--- src/verilog/agc_pkg.sv ---
package agc_pkg;

  // ************************************************************
  // Register map
  // ************************************************************
  // Register indices 4h, 5h, 6h: byte address = 4 * index
  localparam logic [7:0] IDX_GAIN = 8'h04;
  localparam logic [7:0] IDX_RSVD = 8'h05;
  localparam logic [7:0] IDX_MISC = 8'h06;
  localparam int ADDR_W = 8;
  localparam int REG_W = 16;

  // Reset values
  localparam logic [15:0] RST_GAIN = 16'h0000;
  localparam logic [15:0] RST_RSVD = 16'h0000;
  localparam logic [15:0] RST_MISC = 16'h0600;

  // ************************************************************
  // Gain field layout
  // ************************************************************
  localparam int GAIN_CH0_LSB = 0;
  localparam int GAIN_CH1_LSB = 4;
  localparam int GAIN_CH2_LSB = 8;
  localparam int GAIN_FLD_W = 3;
  localparam int NUM_CH = 3;
  localparam logic [2:0] GAIN_UNITY = 3'h0;

  // AXI response codes
  localparam logic [1:0] RESP_OKAY = 2'h0;
  localparam logic [1:0] RESP_SLVERR = 2'h2;

  // Write request carried from the bus slave to the register file
  typedef struct packed {
    logic en;
    logic [7:0] idx;
    logic [15:0] data;
    logic [1:0] strb;
  } agc_wreq_t;

  // One-hot slave channel states
  typedef enum logic [1:0] {
    AGC_IDLE = 2'b01,
    AGC_RESP = 2'b10
  } agc_state_t;

endpackage : agc_pkg

--- src/verilog/agc_axil_slave.sv ---
// ************************************************************
// AXI4-Lite slave front end
// ************************************************************
//
// The AXI4-Lite register port was chosen for this implementation.
module agc_axil_slave
(
  input wire logic aclk,
  input wire logic aresetn,
  input wire logic [7:0] awaddr,
  input wire logic awvalid,
  output logic awready,
  input wire logic [31:0] wdata,
  input wire logic [3:0] wstrb,
  input wire logic wvalid,
  output logic wready,
  output logic [1:0] bresp,
  output logic bvalid,
  input wire logic bready,
  input wire logic [7:0] araddr,
  input wire logic arvalid,
  output logic arready,
  output logic [31:0] rdata,
  output logic [1:0] rresp,
  output logic rvalid,
  input wire logic rready,
  output agc_pkg::agc_wreq_t wreq,
  output logic [7:0] rd_idx,
  input wire logic [15:0] rd_data,
  input wire logic rd_hit
);

  // Index decode for a word address
  function automatic logic [7:0] to_idx(input logic [7:0] a);
    to_idx = {2'h0, a[7:2]};
  endfunction : to_idx

  function automatic logic mapped(input logic [7:0] a);
    mapped = (to_idx(a) == agc_pkg::IDX_GAIN) || (to_idx(a) == agc_pkg::IDX_RSVD) ||
      (to_idx(a) == agc_pkg::IDX_MISC);
  endfunction : mapped

  agc_pkg::agc_state_t wstate;
  agc_pkg::agc_state_t rstate;
  logic aw_held;
  logic w_held;
  logic [7:0] aw_q;
  logic [31:0] w_q;
  logic [3:0] s_q;
  logic aw_now;
  logic w_now;
  logic [7:0] next_awa;
  logic [31:0] next_wd;
  logic [3:0] next_ws;
  logic do_write;

  // Address and data accepted independently
  assign awready = (wstate == agc_pkg::AGC_IDLE) && !aw_held;
  assign wready = (wstate == agc_pkg::AGC_IDLE) && !w_held;
  assign aw_now = awvalid && awready;
  assign w_now = wvalid && wready;
  assign next_awa = aw_held ? aw_q : awaddr;
  assign next_wd = w_held ? w_q : wdata;
  assign next_ws = w_held ? s_q : wstrb;
  assign do_write = (wstate == agc_pkg::AGC_IDLE) && (aw_held || aw_now) && (w_held || w_now);
  assign wreq = '{en: do_write && mapped(next_awa), idx: to_idx(next_awa),
    data: next_wd[15:0], strb: next_ws[1:0]};

  // Holding of early write halves
  always_ff @(posedge aclk)
  begin
    if (!aresetn)
    begin
      aw_held <= 1'b0;
      w_held <= 1'b0;
      aw_q <= 8'h00;
      w_q <= 32'h0000_0000;
      s_q <= 4'h0;
    end
    else if (do_write)
    begin
      aw_held <= 1'b0;
      w_held <= 1'b0;
    end
    else
    begin
      if (aw_now)
      begin
        aw_held <= 1'b1;
        aw_q <= awaddr;
      end
      if (w_now)
      begin
        w_held <= 1'b1;
        w_q <= wdata;
        s_q <= wstrb;
      end
    end
  end

  // Write response channel
  always_ff @(posedge aclk)
  begin
    if (!aresetn)
    begin
      wstate <= agc_pkg::AGC_IDLE;
      bvalid <= 1'b0;
      bresp <= agc_pkg::RESP_OKAY;
    end
    else
    begin
      unique case (wstate)
        agc_pkg::AGC_IDLE:
          if (do_write)
          begin
            wstate <= agc_pkg::AGC_RESP;
            bvalid <= 1'b1;
            bresp <= mapped(next_awa) ? agc_pkg::RESP_OKAY : agc_pkg::RESP_SLVERR;
          end
        agc_pkg::AGC_RESP:
          if (bready)
          begin
            wstate <= agc_pkg::AGC_IDLE;
            bvalid <= 1'b0;
          end
        default:
          wstate <= agc_pkg::AGC_IDLE;
      endcase
    end
  end

  // Read channel, data registered
  assign arready = (rstate == agc_pkg::AGC_IDLE);
  assign rd_idx = to_idx(araddr);

  always_ff @(posedge aclk)
  begin
    if (!aresetn)
    begin
      rstate <= agc_pkg::AGC_IDLE;
      rvalid <= 1'b0;
      rdata <= 32'h0000_0000;
      rresp <= agc_pkg::RESP_OKAY;
    end
    else
    begin
      unique case (rstate)
        agc_pkg::AGC_IDLE:
          if (arvalid)
          begin
            rstate <= agc_pkg::AGC_RESP;
            rvalid <= 1'b1;
            rdata <= {16'h0000, rd_data};
            rresp <= rd_hit ? agc_pkg::RESP_OKAY : agc_pkg::RESP_SLVERR;
          end
        agc_pkg::AGC_RESP:
          if (rready)
          begin
            rstate <= agc_pkg::AGC_IDLE;
            rvalid <= 1'b0;
          end
        default:
          rstate <= agc_pkg::AGC_IDLE;
      endcase
    end
  end

endmodule : agc_axil_slave

--- src/verilog/agc_gain_decode.sv ---
// ************************************************************
// Gain code to multiplier decode, one per channel
// ************************************************************
module agc_gain_decode
#(
  parameter int NUM_CH = 3
)
(
  input wire logic [3*NUM_CH-1:0] codes,
  output logic [8*NUM_CH-1:0] factors
);

  // Elaboration-time channel count check
  if (NUM_CH < 1)
  begin : g_bad_ch
    $error("agc_gain_decode needs at least one channel");
  end

  // Code n selects gain 2**n, 1 up to 128
  for (genvar c = 0; c < NUM_CH; c++)
  begin : g_ch
    assign factors[8*c +: 8] = 8'h01 << codes[3*c +: 3];
  end

endmodule : agc_gain_decode

--- src/verilog/agc_regs.sv ---
// ************************************************************
// Gain configuration register bank
// ************************************************************
module agc_regs
#(
  parameter int NUM_CH = agc_pkg::NUM_CH
)
(
  input wire logic aclk,
  input wire logic aresetn,
  input wire logic [7:0] s_axi_awaddr,
  input wire logic s_axi_awvalid,
  output logic s_axi_awready,
  input wire logic [31:0] s_axi_wdata,
  input wire logic [3:0] s_axi_wstrb,
  input wire logic s_axi_wvalid,
  output logic s_axi_wready,
  output logic [1:0] s_axi_bresp,
  output logic s_axi_bvalid,
  input wire logic s_axi_bready,
  input wire logic [7:0] s_axi_araddr,
  input wire logic s_axi_arvalid,
  output logic s_axi_arready,
  output logic [31:0] s_axi_rdata,
  output logic [1:0] s_axi_rresp,
  output logic s_axi_rvalid,
  input wire logic s_axi_rready,
  output logic [2:0] amp_gain_ch0,
  output logic [2:0] amp_gain_ch1,
  output logic [2:0] amp_gain_ch2,
  output logic [23:0] amp_gain_factor,
  output logic [15:0] misc_config
);

  // Elaboration-time channel count check
  if (NUM_CH != 3)
  begin : g_bad_ch
    $error("agc_regs serves exactly three channels");
  end

  // ************************************************************
  // Storage
  // ************************************************************
  agc_pkg::agc_wreq_t wreq;
  logic [7:0] rd_idx;
  logic [15:0] rd_data;
  logic rd_hit;
  logic [15:0] channel_gain_select;
  logic [15:0] reserved_slot;
  logic [15:0] next_gain;
  logic [15:0] next_rsvd;
  logic [15:0] next_misc;

  // Byte-lane merge of new data over old
  function automatic logic [15:0] merge(input logic [15:0] old, input logic [15:0] nw,
    input logic [1:0] strb);
    merge = {strb[1] ? nw[15:8] : old[15:8], strb[0] ? nw[7:0] : old[7:0]};
  endfunction : merge

  agc_axil_slave agc_axil_slave_inst
  (
    .aclk(aclk),
    .aresetn(aresetn),
    .awaddr(s_axi_awaddr),
    .awvalid(s_axi_awvalid),
    .awready(s_axi_awready),
    .wdata(s_axi_wdata),
    .wstrb(s_axi_wstrb),
    .wvalid(s_axi_wvalid),
    .wready(s_axi_wready),
    .bresp(s_axi_bresp),
    .bvalid(s_axi_bvalid),
    .bready(s_axi_bready),
    .araddr(s_axi_araddr),
    .arvalid(s_axi_arvalid),
    .arready(s_axi_arready),
    .rdata(s_axi_rdata),
    .rresp(s_axi_rresp),
    .rvalid(s_axi_rvalid),
    .rready(s_axi_rready),
    .wreq(wreq),
    .rd_idx(rd_idx),
    .rd_data(rd_data),
    .rd_hit(rd_hit)
  );

  assign next_gain = merge(channel_gain_select, wreq.data, wreq.strb);
  assign next_rsvd = merge(reserved_slot, wreq.data, wreq.strb);
  assign next_misc = merge(misc_config, wreq.data, wreq.strb);

  // Gain select register, strobed bytes of the word stored as written
  always_ff @(posedge aclk)
  begin
    if (!aresetn)
      channel_gain_select <= agc_pkg::RST_GAIN;
    else if (wreq.en && (wreq.idx == agc_pkg::IDX_GAIN))
      channel_gain_select <= next_gain;
  end

  // Reserved slot, stored and read back
  always_ff @(posedge aclk)
  begin
    if (!aresetn)
      reserved_slot <= agc_pkg::RST_RSVD;
    else if (wreq.en && (wreq.idx == agc_pkg::IDX_RSVD))
      reserved_slot <= next_rsvd;
  end

  // Following configuration register
  always_ff @(posedge aclk)
  begin
    if (!aresetn)
      misc_config <= agc_pkg::RST_MISC;
    else if (wreq.en && (wreq.idx == agc_pkg::IDX_MISC))
      misc_config <= next_misc;
  end

  // ************************************************************
  // Gain fields to the amplifiers
  // ************************************************************
  assign amp_gain_ch2 = channel_gain_select[agc_pkg::GAIN_CH2_LSB +: 3];
  assign amp_gain_ch1 = channel_gain_select[agc_pkg::GAIN_CH1_LSB +: 3];
  assign amp_gain_ch0 = channel_gain_select[agc_pkg::GAIN_CH0_LSB +: 3];

  // Multipliers 1..128 per channel, channel 0 lowest byte
  agc_gain_decode #(.NUM_CH(NUM_CH)) agc_gain_decode_inst
  (
    .codes({amp_gain_ch2, amp_gain_ch1, amp_gain_ch0}),
    .factors(amp_gain_factor)
  );

  // ************************************************************
  // Read mux
  // ************************************************************
  always_comb
  begin
    rd_hit = 1'b1;
    unique case (rd_idx)
      agc_pkg::IDX_GAIN: rd_data = channel_gain_select;
      agc_pkg::IDX_RSVD: rd_data = reserved_slot;
      agc_pkg::IDX_MISC: rd_data = misc_config;
      default:
      begin
        rd_data = 16'h0000;
        rd_hit = 1'b0;
      end
    endcase
  end

endmodule : agc_regs

--- config.mk ---
export PLATFORM = sky130hd
export DESIGN_NAME = agc_regs
export DESIGN_NICKNAME = d
export VERILOG_FILES = /design/src/verilog/agc_pkg.sv /design/src/verilog/agc_axil_slave.sv /design/src/verilog/agc_gain_decode.sv /design/src/verilog/agc_regs.sv
export SDC_FILE = /design/constraint.sdc
export NUM_CORES = 1
export LEC_CHECK = 0
export BUFFER_PORTS_ARGS = -buffer_cell sky130_fd_sc_hd__clkbuf_2
export CORE_MARGIN = 5
export CORE_UTILIZATION = 53
export CTS_BUF_LIST = sky130_fd_sc_hd__clkbuf_8
export DETAILED_ROUTE_END_ITERATION = 16
export PLACE_DENSITY = 0.82
export SYNTH_ARGS = -nofsm -noshare
export SYNTH_HDL_FRONTEND = slang
export SYNTH_SLANG_ARGS = --single-unit
--- constraint.sdc ---
create_clock -name aclk -period 1.85 [get_ports aclk]
set_input_delay 0.37 -clock aclk [delete_from_list [all_inputs] [get_ports aclk]]
set_output_delay 0.37 -clock aclk [all_outputs]
set_load 0.02 [all_outputs]
After elaboration in Yosys (flattened, before gate mapping)
Index checks and enable logic that the tools add are counted.
{ "totals": {"regBits": 102, "in_bits": 59, "output_inout_bits": 90, "wordCells": 90} }
{ "classes": {"n_eq_ne": 14, "shifts": 3, "mux": 19, "bitwise_logic": 2, "reduce_logical": 34} }
{ "ops": {"columns": ["operator", "n"], "rows": [
  ["16-bit case mux with 3 select lines", 1],
  ["6-bit by 3-bit equality test with 1-bit output (second input constant)", 6],
  ["2-bit AND reduction", 12],
  ["1-bit by 3-bit << shifter with 8-bit output (first input constant)", 3],
  ["16-bit two-way mux", 1],
  ["2-bit two-way mux", 7],
  ["1-bit logical AND", 10],
  ["8-bit two-way mux", 1],
  ["2-bit case mux with 2 select lines", 2],
  ["2-bit != test (second input constant)", 3],
  ["3-bit AND reduction", 2],
  ["1-bit two-way mux", 5],
  ["2-bit by 1-bit equality test with 1-bit output (second input constant)", 2],
  ["2-bit equality test (second input constant)", 2],
  ["1-bit logical OR", 4],
  ["1-bit case mux with 2 select lines", 2],
  ["2-bit nonzero test", 2],
  ["3-bit OR reduction", 1],
  ["1-bit logical NOT", 2],
  ["2-bit by 1-bit != test with 1-bit output (second input constant)", 1],
  ["1-bit NOT", 2],
  ["2-bit OR reduction", 1]
]} }

Depth between registers and ports, before layout
{ "logic_depth": {"depth_word": 9, "ltp_mapped": 7, "depth_no_buf": 4} }

Modules after synthesis
Synthesis repeated with hierarchy kept, for this count alone.
{ "unflattened": {"hier_cells": 560, "area_unflattened_um2": 5042.3} }
{ "modules_own_cells": {"columns": ["module", "n_inst", "cells_per_inst", "area_each_um2", "seq_area_each_um2"], "rows": [
  ["agc_axil_slave", 1, 285, 2486.1, 1001.0],
  ["agc_regs", 1, 251, 2361.0, 960.9],
  ["agc_gain_decode", 1, 24, 195.2, 0.0]
]} }

Worst setup path after synthesis
OpenSTA, ideal clock, no wires.
{ "synth_path": {"path_type": "input -> register", "from": "in s_axi_araddr[7]", "to": "reg agc_axil_slave_inst.rdata[10]", "setup_ns": 0.065, "arrival_time_ns": 1.522, "required_time_ns": 1.785, "setup_slack_ns": 0.263, "cell_stages": 5, "path_buffers": 1, "path_cell_list": "or4b_4 -> a211oi_4 -> buf_6 -> a22oi_2 -> nor2_2"} }
{ "synth_via": {"elab_chain_len": 2, "elab_cells_between_ends": 4, "classes_between": "eq/ne: 3; mux: 1"} }
{ "synth_lines": {"columns": ["element", "line_no", "text"], "rows": [
  ["from (decl)", "agc_regs.sv:21", "input wire logic [7:0] s_axi_araddr,"],
  ["6-bit by 3-bit equality test with 1-bit output", "agc_regs.sv:138", "unique case (rd_idx)"],
  ["16-bit case mux with 3 select lines *", "agc_regs.sv:138", null],
  ["to (signal assigned)", "agc_axil_slave.sv:153", "rdata <= {16'h0000, rd_data};"],
  ["to (decl)", "agc_axil_slave.sv:23", "output logic [31:0] rdata,"]
]} }
Mark *: on every way between the ends. The rest lies on a longest branch, timed or not.
A chain may end at the register's enable or synchronous reset.

Worst setup path after layout
{ "layout_path": {"from": "reg agc_axil_slave_inst.wstate[1]", "to": "out s_axi_wready"} }
{ "layout_via": {"elab_chain_len": 2} }
{ "layout_lines": {"columns": ["element", "line_no", "text"], "rows": [
  ["from (decl)", "agc_axil_slave.sv:43", "agc_pkg::agc_state_t wstate;"],
  ["from (signal assigned)", "agc_axil_slave.sv:106", "wstate <= agc_pkg::AGC_IDLE;"],
  ["from (signal assigned)", "agc_axil_slave.sv:116", "wstate <= agc_pkg::AGC_RESP;"],
  ["from (signal assigned)", "agc_axil_slave.sv:123", "wstate <= agc_pkg::AGC_IDLE;"],
  ["2-bit by 1-bit equality test with 1-bit output", "agc_axil_slave.sv:59", "assign wready = (wstate == agc_pkg::AGC_IDLE) && !w_held;"],
  ["1-bit logical AND", "agc_axil_slave.sv:59", null],
  ["to (decl)", "agc_regs.sv:17", "output logic s_axi_wready,"]
]} }
No other way between the ends.

==> results.sh <==
export IMPL_synth_top_family_by_area="multiplexers"
export IMPL_dpl_cell_count=679
export IMPL_min_period_ns=1.71
export IMPL_fin_util_pct=62.6
export IMPL_synth_warnings=0
export IMPL_finalSetupViolations=0
export IMPL_ios=149
export IMPL_drtPass1Iterations=4
export IMPL_cp_top_family="simple AND/OR/NAND/NOR gates"
export IMPL_p_per_area_nw_per_um2=730
export IMPL_grt_pass1_wl_um=18300
export IMPL_antenna_left=0
export IMPL_wire_per_inst_um=16.0
export IMPL_drtIter0Drc=138
export IMPL_die_w_um=105
export IMPL_hold_path_class="in2reg"
export IMPL_die_area_um2=11100
export IMPL_ff_latch_area_um2=1960
export IMPL_cp_arrival_ns=1.34
export IMPL_holdPathStages=3
export IMPL_startpoint_type="flop"
export IMPL_fillers=732
export IMPL_synth_adder_area_share_pct=0
export IMPL_cts_buffer_depth=2
export IMPL_synth_edf_count=0
export IMPL_crit_start="agc_axil_slave_inst.wstate[1]"
export IMPL_placed_cell_area_um2=5310
export IMPL_drive_gt1_share_pct=30.7
export IMPL_fin_nets=641
export IMPL_synth_xor_area_share_pct=0
export IMPL_syn_inst=496
export IMPL_track_usage_pct=19.8
export IMPL_cpMaxStageDelayCell="dfxtp_1"
export IMPL_crit_path_end_kind="output pin"
export IMPL_highest_layer="met4"
export IMPL_ctsHoldBuffers=0
export IMPL_placement_io_buffers=108
export IMPL_clk_pin_slew_worst_paths_ns=0.09
export IMPL_max_freq_mhz=585
export IMPL_fin_skew_ns=0.0130
export IMPL_reg2reg_to="channel_gain_select[15]"
export IMPL_intPower_w=0.00290
export IMPL_muxShareOfSynthArea_pct=22.9
export IMPL_crit_required_ns=1.48
export IMPL_met2_length_um=5510
export IMPL_max_vdd_ir_drop_v=0.000394
export IMPL_worstPathMaxFanout=7
export IMPL_root_buffer="clkbuf_8"
export IMPL_gp_congestion=0.815
export IMPL_tns_ns=0
export IMPL_finalMaxSlewViolations=0
export IMPL_hpwl_um=8080
export IMPL_slowest_delay_ns=0.34
export IMPL_avgSynthCellArea_um2=9.67
export IMPL_wl_met3_um=747
export IMPL_critical_path_class="reg2out"
export IMPL_die_height_um=105
export IMPL_crit_buf_inv=1
export IMPL_ys_flop_type="dfxtp_1"
export IMPL_period_share_pct=92.4
export IMPL_synth_compound_area_share_pct=8.74
export IMPL_leakage_nw=2.72
export IMPL_multi_input_area_um2=2520
export IMPL_antenna_found_initial=0
export IMPL_grt_max_degree=64
export IMPL_rr_startpoint="agc_axil_slave_inst.wstate[1]"
export IMPL_drv_cap=0
export IMPL_synth_cell_type_count=38
export IMPL_regToRegSetupSlack_ns=0.21
export IMPL_area_delta_synth_final_pct=14.3
export IMPL_cts_tree="built"
export IMPL_wirelength_um=11100
export IMPL_gr_total_overflow=0
export IMPL_design_area_um2=5480
export IMPL_instances_no_fill=695
export IMPL_p_comb_share_pct=14.5
export IMPL_cp_cell_sequence="nand2b_1 > nor2_1 > clkbuf_2"
export IMPL_rows=34
export IMPL_worst_pin_slew_ns=0.496
export IMPL_switching_power_w=0.00111
export IMPL_finalHoldViolCount=0
export IMPL_status="finished, final reports clean"
export IMPL_power_frac_clock_pct=30.5
export IMPL_cts_made_buffers=9
export IMPL_max_slew_margin_pct=66.5
export IMPL_vias=3744
export IMPL_ys_seq_elements=98
export IMPL_vias_per_cell=5.39
export IMPL_rr_worst_depth=4
export IMPL_synth_async_reset_ratio_pct=0
export IMPL_p_sw_share_pct=27.6
export IMPL_drc_errors=0
export IMPL_clock_sinks=98
export IMPL_power_share_sequential_pct=55.1
export IMPL_diodes=0
export IMPL_synthSimpleGateAreaFrac_pct=19.6
export IMPL_grt_pass1_vias=3825
export IMPL_critPathCapture="s_axi_wready"
export IMPL_clock_latency_ns=0.35
export IMPL_hp_start="s_axi_wdata[1]"
export IMPL_rsz0062_at_grt="no"
export IMPL_met1_length_um=4680
export IMPL_core_um2=8760
export IMPL_syn_area_um2=4800
export IMPL_cp_depth=3
export IMPL_htree_levels=3
export IMPL_start_util_pct=54.7
export IMPL_seq_area_frac_synth_pct=40.9
-- worst min-delay path: stages --
cell	delay (ns)
clkbuf_2	0.09
mux2i_1	0.06
nor2_1	0.07
-- worst min-delay path by stage --
stage,end,slack (ns)
2_1_floorplan,channel_gain_select[11],0.44
4_1_cts,agc_axil_slave_inst.w_q[8],0.26
3_5_place_dp,reserved_slot[11],0.45
3_3_place_gp,reserved_slot[13],0.44
6_report,agc_axil_slave_inst.w_q[1],0.27
5_1_grt,agc_axil_slave_inst.w_q[7],0.27
-- layer usage --
layer,track usage [%],up-vias
li1,-,1837
met5,0,-
met3,4.50,15
met1,24.0,1766
met4,7.03,0
met2,34.2,126
-- timing repair --
action                     in CTS  in global routing
buffers inserted                0                  0
setup endpoints to repair       0                  1
gates resized for setup         0                  1
-- synthesized netlist by cell type, types with 2 or more instances --
library cell | instances | area share, %
a22oi_1 | 7 | 1.1
and3b_1 | 6 | 1.1
nor3_1 | 6 | 0.63
mux2_2 | 16 | 3.8
clkbuf_1 | 22 | 1.7
buf_2 | 8 | 0.83
nor2_1 | 45 | 3.5
nor4b_1 | 3 | 0.55
a21oi_1 | 5 | 0.52
and3_1 | 3 | 0.39
nand2b_1 | 4 | 0.52
nand2_1 | 70 | 5.5
o2bb2ai_1 | 16 | 2.9
nor2b_1 | 4 | 0.52
dfxtp_1 | 98 | 41
nor3b_1 | 10 | 1.6
buf_4 | 28 | 4.4
nand3_4 | 6 | 2.2
nor2_2 | 9 | 1.2
nand3b_1 | 5 | 0.78
a22oi_2 | 9 | 2.3
o21ai_0 | 5 | 0.52
o21ai_1 | 2 | 0.21
buf_6 | 2 | 0.47
inv_1 | 4 | 0.31
mux2i_1 | 90 | 19
nor3_4 | 2 | 0.68
-- power by group through the flow --
stage / Combinational, W / Sequential (W) / Clock (W)
6_report: 0.000580 / 0.00220 / 0.00122
3_3_place_gp: 0.000557 / 0.00225 / 0
5_1_grt: 0.000626 / 0.00221 / 0.00133
3_5_place_dp: 0.000575 / 0.00225 / 0
2_1_floorplan: 0.000438 / 0.00225 / 0
4_1_cts: 0.000579 / 0.00220 / 0.00124
-- registers in the layout (all words and copies together) (netlist names) --
| signal | count |
|---|---|
| agc_axil_slave_inst.aw_q | 6 |
| agc_axil_slave_inst.w_held | 1 |
| agc_axil_slave_inst.aw_held | 1 |
| reserved_slot | 16 |
| agc_axil_slave_inst.rvalid | 1 |
| agc_axil_slave_inst.rresp | 1 |
| agc_axil_slave_inst.bresp | 1 |
| agc_axil_slave_inst.w_q | 16 |
| agc_axil_slave_inst.rdata | 16 |
| agc_axil_slave_inst.rstate | 2 |
| channel_gain_select | 16 |
| agc_axil_slave_inst.s_q | 2 |
| agc_axil_slave_inst.bvalid | 1 |
| misc_config | 16 |
| agc_axil_slave_inst.wstate | 2 |
-- kinds of logic after synthesis --
family | Yosys count
buf+inv | 65
flops | 98
other cells | 1
simple gates | 176
compound gates | 49
mux | 107
-- cells in the final DEF, fill, tap and decap left out, drive strengths merged --
master	instances
mux2	17
clkbuf	118
a21oi	5
nor2	54
buf	11
clkinv	2
nand2	70
a21o	1
dfxtp	98
nor3	8
nor2b	4
nand3b	5
conb	18
nor3b	10
and3	3
inv	5
and2	1
o211ai	1
nand2b	4
clkinvlp	3
a22oi	16
o21ai	7
nor4b	3
nand3	7
o2bb2ai	16
a211oi	1
o22ai	2
and3b	6
mux2i	90
or4b	1
-- stage by stage --
stage               total power [W]  hold slack [ns]  worst slack (ns)
floorplan                   0.00269            0.438             0.263
finish                      0.00400            0.266             0.141
global route                0.00416            0.268            0.0399
global placement            0.00280            0.444             0.113
detailed placement          0.00283            0.451            0.0321
CTS                         0.00402            0.258             0.111
-- cell type report --
| type | instances | area share [%] |
|---|---|---|
| inverters | 4 | 0.274 |
| repair buffers | 119 | 12.3 |
| clock inverters | 6 | 0.639 |
| multi-input cells | 350 | 46.0 |
| flip-flops and latches | 98 | 35.8 |
| clock buffers | 10 | 2.51 |
| well taps | 108 | 2.46 |
(Power assumes the default switching activity.)
